[config.mk]
export PLATFORM = sky130hd
export DESIGN_NAME = fla_lookahead_read_addr
export DESIGN_NICKNAME = d
export VERILOG_FILES = /design/src/logic/fla_lookahead_read_addr.v
export VERILOG_INCLUDE_DIRS = /design/src /design/src/logic
export SDC_FILE = /design/constraint.sdc
export NUM_CORES = 1
export LEC_CHECK = 0
export BUFFER_PORTS_ARGS = -buffer_cell sky130_fd_sc_hd__clkbuf_2
export CORE_UTILIZATION = 45
export CTS_CLUSTER_DIAMETER = 150
export DETAILED_ROUTE_END_ITERATION = 16
export PLACE_DENSITY = 0.62
export SYNTH_ARGS = -nofsm -noshare
export SYNTH_HDL_FRONTEND = slang
export SYNTH_SLANG_ARGS = --single-unit
[constraint.sdc]
create_clock -name clk -period 5.03 [get_ports clk]
set_input_delay 0.503 -clock clk [delete_from_list [all_inputs] [get_ports clk]]
set_output_delay 0.503 -clock clk [all_outputs]
set_load 0.005 [all_outputs]
[src/logic/fla_lookahead_map.vh]
/*
  holds the address layout, fetch timing and state codes for the
  flash look-ahead read sequencer.
  assumes the requester drives address and read controls in the clk domain.
*/
// Summary of operation
// - read with look-ahead request held enters look-ahead mode
// - while buffer is read, next block fetches from array in background
// - block not last in page: fetch next linear block in same page
// - last data block of page: fetch first block of next page
// - spare page read: fetch first block of next sector's spare page
// - highest sector wraps so next fetch comes from sector 0
// - auxiliary block read: fetch auxiliary block of next linear page
// - mismatch finishes running fetch first, busy held meanwhile
// - mismatch busy lasts at most nine cycles before data delivered
`ifndef FLA_LOOKAHEAD_MAP_VH
`define FLA_LOOKAHEAD_MAP_VH

// ==========================================================
// address fields
`define FLA_BLK_W 2
`define FLA_PAGE_W 4
`define FLA_SECT_W 4

// ==========================================================
// timing
`define FLA_FETCH_CYCLES 4
`define FLA_BUSY_MAX 9

// ==========================================================
// states, one-hot
`define FLA_ST_IDLE 4'h1
`define FLA_ST_FETCH 4'h2
`define FLA_ST_READY 4'h4
`define FLA_ST_DRAIN 4'h8

`endif

[src/logic/fla_lookahead_read_addr.v]
/*
  look-ahead read address generator and busy sequencer for the
  embedded_flash_unit block buffer.
  assumes the requester holds address and readRequest steady while busy.
*/
`include "fla_lookahead_map.vh"

module fla_lookahead_read_addr #(
  parameter BLK_W = `FLA_BLK_W,
  parameter PAGE_W = `FLA_PAGE_W,
  parameter SECT_W = `FLA_SECT_W,
  parameter FETCH_CYCLES = `FLA_FETCH_CYCLES
) (
  input wire clk,
  input wire sys_rst,
  input wire readRequest,
  input wire lookaheadReadRequest,
  input wire spareSelect,
  input wire auxSelect,
  input wire [SECT_W+PAGE_W+BLK_W-1:0] readAddr,
  output reg busy_q,
  output reg dataValid_q,
  output reg lookaheadActive_q,
  output reg arrayFetch_q,
  output reg [SECT_W+PAGE_W+BLK_W-1:0] fetchAddr_q,
  output reg fetchSpare_q,
  output reg fetchAux_q
);

  localparam AW = SECT_W + PAGE_W + BLK_W;
  localparam [3:0] ST_IDLE = `FLA_ST_IDLE;
  localparam [3:0] ST_FETCH = `FLA_ST_FETCH;
  localparam [3:0] ST_READY = `FLA_ST_READY;
  localparam [3:0] ST_DRAIN = `FLA_ST_DRAIN;
  localparam [3:0] FETCH_LAST = FETCH_CYCLES - 1;

  reg [3:0] state_q;
  reg [3:0] state_d;
  reg [3:0] cnt_q;
  reg [AW-1:0] nextAddr;
  reg [AW-1:0] bufAddr_q;
  reg bufSpare_q;
  reg bufAux_q;
  wire [BLK_W-1:0] blk;
  wire [PAGE_W-1:0] page;
  wire [SECT_W-1:0] sect;
  wire lastBlk;
  wire hit;

  assign blk = bufAddr_q[BLK_W-1:0];
  assign page = bufAddr_q[PAGE_W+BLK_W-1:BLK_W];
  assign sect = bufAddr_q[AW-1:PAGE_W+BLK_W];
  assign lastBlk = &blk;
  // predicted address must agree with the pending fetch target
  assign hit = (readAddr == fetchAddr_q) && (spareSelect == fetchSpare_q)
    && (auxSelect == fetchAux_q);

  // ==========================================================
  // look-ahead address prediction
  always @*
  begin
    nextAddr = bufAddr_q;
    if (bufAux_q)
    begin
      nextAddr = bufAddr_q + {{(AW-BLK_W-1){1'b0}}, 1'b1, {BLK_W{1'b0}}};
    end
    else if (bufSpare_q)
    begin
      // sector field overflows to zero on its own at the top
      nextAddr = {sect + 1'b1, {PAGE_W{1'b0}}, {BLK_W{1'b0}}};
    end
    else if (!lastBlk)
    begin
      nextAddr = {sect, page, blk + 1'b1};
    end
    else
    begin
      // carry out of the page field moves to the next sector, wrapping
      nextAddr = {bufAddr_q[AW-1:BLK_W] + 1'b1, {BLK_W{1'b0}}};
    end
  end

  // ==========================================================
  // sequencer
  // a miss seen while a background fetch is still running must let that
  // fetch finish first; the drain state only covers the cycles that are
  // left of it, so the counter keeps running into drain.
  // a miss seen once the buffer is ready costs one plain fetch, since
  // nothing is in flight any more.
  // worst case is a miss on the first background cycle: the rest of the
  // running fetch plus one full fetch, well inside the busy limit.
  // a request equal to the block in flight simply waits for it, with no
  // busy, and is then served from the buffer as a hit.
  always @*
  begin
    state_d = state_q;
    case (state_q)
      ST_IDLE:
        if (readRequest)
          state_d = ST_FETCH;
      ST_FETCH:
        if (cnt_q == FETCH_LAST)
          state_d = ST_READY;
        else if (readRequest && !busy_q && !hit)
          state_d = ST_DRAIN;
      ST_READY:
        if (readRequest && !hit)
          state_d = ST_FETCH;
        else if (readRequest && hit && lookaheadReadRequest)
          state_d = ST_FETCH;
        else if (readRequest)
          state_d = ST_FETCH;
      ST_DRAIN:
        if (cnt_q == FETCH_LAST)
          state_d = ST_FETCH;
      default:
        state_d = ST_IDLE;
    endcase
  end

  always @(posedge clk or posedge sys_rst)
  begin
    if (sys_rst)
    begin
      state_q <= ST_IDLE;
      cnt_q <= 4'h0;
      bufAddr_q <= {AW{1'b0}};
      bufSpare_q <= 1'b0;
      bufAux_q <= 1'b0;
      busy_q <= 1'b0;
      dataValid_q <= 1'b0;
      lookaheadActive_q <= 1'b0;
      arrayFetch_q <= 1'b0;
      fetchAddr_q <= {AW{1'b0}};
      fetchSpare_q <= 1'b0;
      fetchAux_q <= 1'b0;
    end
    else
    begin
      state_q <= state_d;
      dataValid_q <= 1'b0;
      // drain continues the count of the fetch it waits for
      cnt_q <= (state_d != state_q && state_d != ST_DRAIN) ? 4'h0
        : cnt_q + 4'h1;
      case (state_q)
        ST_IDLE:
          if (readRequest)
          begin
            fetchAddr_q <= readAddr;
            fetchSpare_q <= spareSelect;
            fetchAux_q <= auxSelect;
            arrayFetch_q <= 1'b1;
            busy_q <= 1'b1;
            lookaheadActive_q <= lookaheadReadRequest;
          end
        ST_FETCH:
          if (cnt_q == FETCH_LAST)
          begin
            // fetched block lands in the buffer, data goes out if awaited
            bufAddr_q <= fetchAddr_q;
            bufSpare_q <= fetchSpare_q;
            bufAux_q <= fetchAux_q;
            arrayFetch_q <= 1'b0;
            dataValid_q <= busy_q;
            busy_q <= 1'b0;
          end
          else if (readRequest && !busy_q && !hit)
          begin
            // miss during a background fetch: wait it out, busy meanwhile
            busy_q <= 1'b1;
            lookaheadActive_q <= lookaheadReadRequest;
          end
        ST_READY:
          if (readRequest && hit)
          begin
            // hit served from the buffer without wait states
            dataValid_q <= 1'b1;
            bufAddr_q <= fetchAddr_q;
            bufSpare_q <= fetchSpare_q;
            bufAux_q <= fetchAux_q;
            lookaheadActive_q <= lookaheadReadRequest;
            arrayFetch_q <= 1'b1;
            fetchAddr_q <= nextAddr;
          end
          else if (readRequest)
          begin
            // nothing in flight here, so the requested block starts at once
            fetchAddr_q <= readAddr;
            fetchSpare_q <= spareSelect;
            fetchAux_q <= auxSelect;
            busy_q <= 1'b1;
            arrayFetch_q <= 1'b1;
            lookaheadActive_q <= lookaheadReadRequest;
          end
        ST_DRAIN:
          if (cnt_q == FETCH_LAST)
          begin
            // background fetch done, start the requested block
            fetchAddr_q <= readAddr;
            fetchSpare_q <= spareSelect;
            fetchAux_q <= auxSelect;
          end
        default:
          busy_q <= 1'b0;
      endcase
      // prediction tracks the kind of block now in the buffer
      if (state_q == ST_READY && readRequest && hit)
      begin
        fetchSpare_q <= fetchSpare_q;
        fetchAux_q <= fetchAux_q;
      end
    end
  end

endmodule // fla_lookahead_read_addr

==> impl_metrics.csv <==
group,metric,value,unit
layout,fillCellCount,449,
synth,async_reset_ff_share,100.0,%
place,io_buffers,31,
global_route,grt_max_degree,37,
floorplanning,core,4786,sq um
layout,drive_gt1_share,21.48,%
clock_tree,cts_tree,"built",
setup_path,arrival,2.76,ns
synth,synth_seq_area_share,39.83,%
timing,max_freq,381.7,MHz
setup_path,slowest_delay,0.80,ns
setup_path,crit_slowest_cell,"nor3_2",
setup_path,cp_cell_sequence,"xnor2_1 -> nand4_1 -> nor3_2 -> nand3_1 -> a41oi_1 -> a41oi_1",
synth,synthXorXnorAreaFrac,7.735,%
synth,ys_top_cells_by_count,"dfrtp_1, nand2_1, nor2_1",
drt,routedWlPerCell,15.51,um
flow_run,max-cap-violations,0,
timing,slew_headroom,38.77,%
global_route,grt_pass1_vias,1680,
clock_tree,clock_tree.root_cell,"clkbuf_8",
global_route,antenna_found_initial,0,
synth,synth_compound_area_share,20.22,%
synth,synth_nets,264,
clock_tree,cts_buffers,5,
drt,drc,0,
timing,finalHoldViolations,0,
layout,nets,290,
timing,timing.setup.tns,0,ns
drt,final_antenna_net_count,0,
setup_path,worstPathMaxFanout,14,
drt,num_vias,1853,
clock_tree,post_cts_buffers,0,
timing,report.final.slew_viol_count,0,
timing,tightest_slew,0.9135,ns
setup_path,crit_top_cell,"a41oi_1",
floorplanning,num_rows,25,
setup_path,crit_required,5.17,ns
timing,finalCritPeriodShare,52.08,%
timing,fin_crit,2.620,ns
power,power.leakage,0.001106,uW
hold_path,hold_class,"in -> async",
global_route,grt_usage,21.53,%
synth,yosys.area.top_type_share,38.67,%
setup_path,cpLargestDelayFamily,"simple AND/OR/NAND/NOR gates",
setup_path,crit_type,"reg -> reg",
synth,synthFlopType,"dfrtp_1",
timing,setup_violations,0,
synth,syn_avg_cell_area,9.281,sq um
floorplanning,dieHeight,72.94,um
clock_tree,post_cts_resized,0,
drt,drtIter0Drc,149,
floorplanning,die_area,5320,sq um
timing,rsz0062_at_grt,"no",
setup_path,cp-end-kind,"flop",
power,power_density,534.4,nW/um^2
clock_tree,cts_buffer_depth,2,
layout,multi_input_area,1267,sq um
layout,syn_to_final_growth,11.77,%
setup_path,startpoint_type,"flop",
run_status,status,"complete, no violations",
clock_tree,clock_latency,0.29,ns
synth,synth_top_family_by_area,"compound AO/OA/AOI/OAI gates",
floorplanning,start_util,47.32,%
layout,diodes,0,
synth,synth-edff-count,0,
floorplanning,boundaryPins,32,
synth,ys_types,54,
clock_tree,htreeDepth,2,
layout,regArea,902.1,sq um
place,dp_worst_setup_slack,2.263,ns
synth,synth-warning-count,0,
synth,synth_top_area_cell,"dfrtp_1",
clock_tree,clock_sinks,36,
drt,routed_wl,5228,um
global_route,grt-ovfl-total,0,
synth,synth-adder-area-share,2.210,%
synth,yosys.area_share.simple,18.45,%
drt,via_per_inst,5.499,
clock_tree,ctsHoldBuffers,0,
setup_path,cp.buffers_inverters,0,
synth,synth.most_common_cell,"dfrtp_1",
place,dp_hpwl,3745,um
floorplanning,die_w,72.94,um
clock_tree,clkTransAtPathRegs,0.07,ns
drt,dr.pass1.iters,4,
synth,synth_area_leaders,"dfrtp_1, xnor2_1, mux2_2, a21oi_1, nand2_1",
synth,syn_inst,244,
synth,synthMuxAreaShare,7.348,%
timing,layout_setup_ws,2.410,ns
timing,clock_skew,0.005795,ns
power,irDropWorstVdd,0.0002887,V
global_route,grt_pass1_wl,8583,um
synth,synth_area,2265,sq um
synth,ys_seq_elements,36,
place,gp_congestion,0.8331,
==> per-stage QoR <==
step / hold WS (ns) / power [uW] / cell area (sq um) / util [%] / std cells
after floorplan: 0.4331 / 967.7 / 2265 / - / 244
after global placement: 0.4545 / 1140 / 2435 / 50.88 / 330
after detailed placement: 0.4585 / 1134 / 2435 / 50.88 / 330
after CTS: 0.3080 / 1361 / 2531 / 52.89 / 337
after global routing: 0.3355 / 1464 / 2531 / 52.89 / 337
final: 0.2862 / 1353 / 2531 / 52.89 / 337
==> layout make-up <==
| cell class | instances | area share [%] |
|---|---|---|
| clock buffer | 7 | 3.806 |
| inverter | 5 | 0.7415 |
| multi-input combinational | 190 | 50.07 |
| sequential | 36 | 35.64 |
| tap | 67 | 3.312 |
| timing repair buffer | 32 | 6.426 |
==> state kept, by name, summed over array words and instances (netlist names) <==
signal and cells:
lookaheadActive_q 1, fetchAux_q 1, dataValid_q 1, state_q 4, fetchSpare_q 1, busy_q 1
cnt_q 4, bufAux_q 1, bufSpare_q 1, fetchAddr_q 10, arrayFetch_q 1, bufAddr_q 10
==> worst paths after layout <==
check	start	end	slack (ns)	cells after the start
max in group asynchronous	sys_rst	state_q[0]$_DFF_PP1_	4.40	3
hold reg to reg	cnt_q[0]$_DFF_PP0_	cnt_q[0]$_DFF_PP0_	0.47	1
min in group clk	lookaheadReadRequest	lookaheadActive_q$_DFFE_PP0P_	0.45	2
hold / removal	sys_rst	cnt_q[1]$_DFF_PP0_	0.29	3
setup / recovery	fetchAddr_q[0]$_DFFE_PP0P_	busy_q$_DFFE_PP0P_	2.41	6
setup reg to reg	fetchAddr_q[0]$_DFFE_PP0P_	busy_q$_DFFE_PP0P_	2.41	6
==> power breakdown <==
group | internal, uW | total [uW] | switching [uW]
registers | 399 | 551 | 152
logic | 276 | 579 | 303
clock network | 122 | 222 | 100
total | 798 | 1350 | 555
==> cell families after synthesis <==
| logic type | Yosys count |
|---|---|
| compound gates | 69 |
| simple gates | 82 |
| buf+inv | 18 |
| mux | 15 |
| xor+xnor | 20 |
| fa+ha+maj | 4 |
| flops | 36 |
==> layer usage <==
metal	wire, um	global-route usage, %	up-vias
met2	2227	30.74	59
met4	57	5.882	0
met5	0	0	-
li1	-	-	930
met3	287	4.282	6
met1	2655	32.89	858
==> cells in the final DEF (no fill, tap or decap), types with 2 or more instances in the layout <==
| cell | n |
|---|---|
| dfrtp_1 | 35 |
| clkbuf_2 | 31 |
| nor2_1 | 22 |
| nand2_1 | 22 |
| xnor2_1 | 18 |
| a21oi_1 | 17 |
| o21ai_0 | 14 |
| nand3_1 | 10 |
| mux2_2 | 9 |
| clkbuf_8 | 7 |
| nor3_1 | 6 |
| o22ai_1 | 6 |
| inv_1 | 5 |
| nand4_1 | 5 |
| nand2b_1 | 4 |
| mux2_1 | 4 |
| a31oi_1 | 4 |
| ha_1 | 4 |
| o21ai_1 | 3 |
| nor2b_1 | 2 |
| o21a_1 | 2 |
| o2111ai_1 | 2 |
| xor2_1 | 2 |
| mux2i_1 | 2 |
| a22oi_1 | 2 |
| o31ai_1 | 2 |
| o211ai_1 | 2 |
| a21o_1 | 2 |
| a41oi_1 | 2 |
==> worst reg2reg max path: stages (launching register included) <==
cell and delay [ns]:
dfrtp_1 0.43, xnor2_1 0.29, nand4_1 0.24, nor3_2 0.80, nand3_1 0.36, a41oi_1 0.30, a41oi_1 0.06
Power figures use the tool's default switching activity.
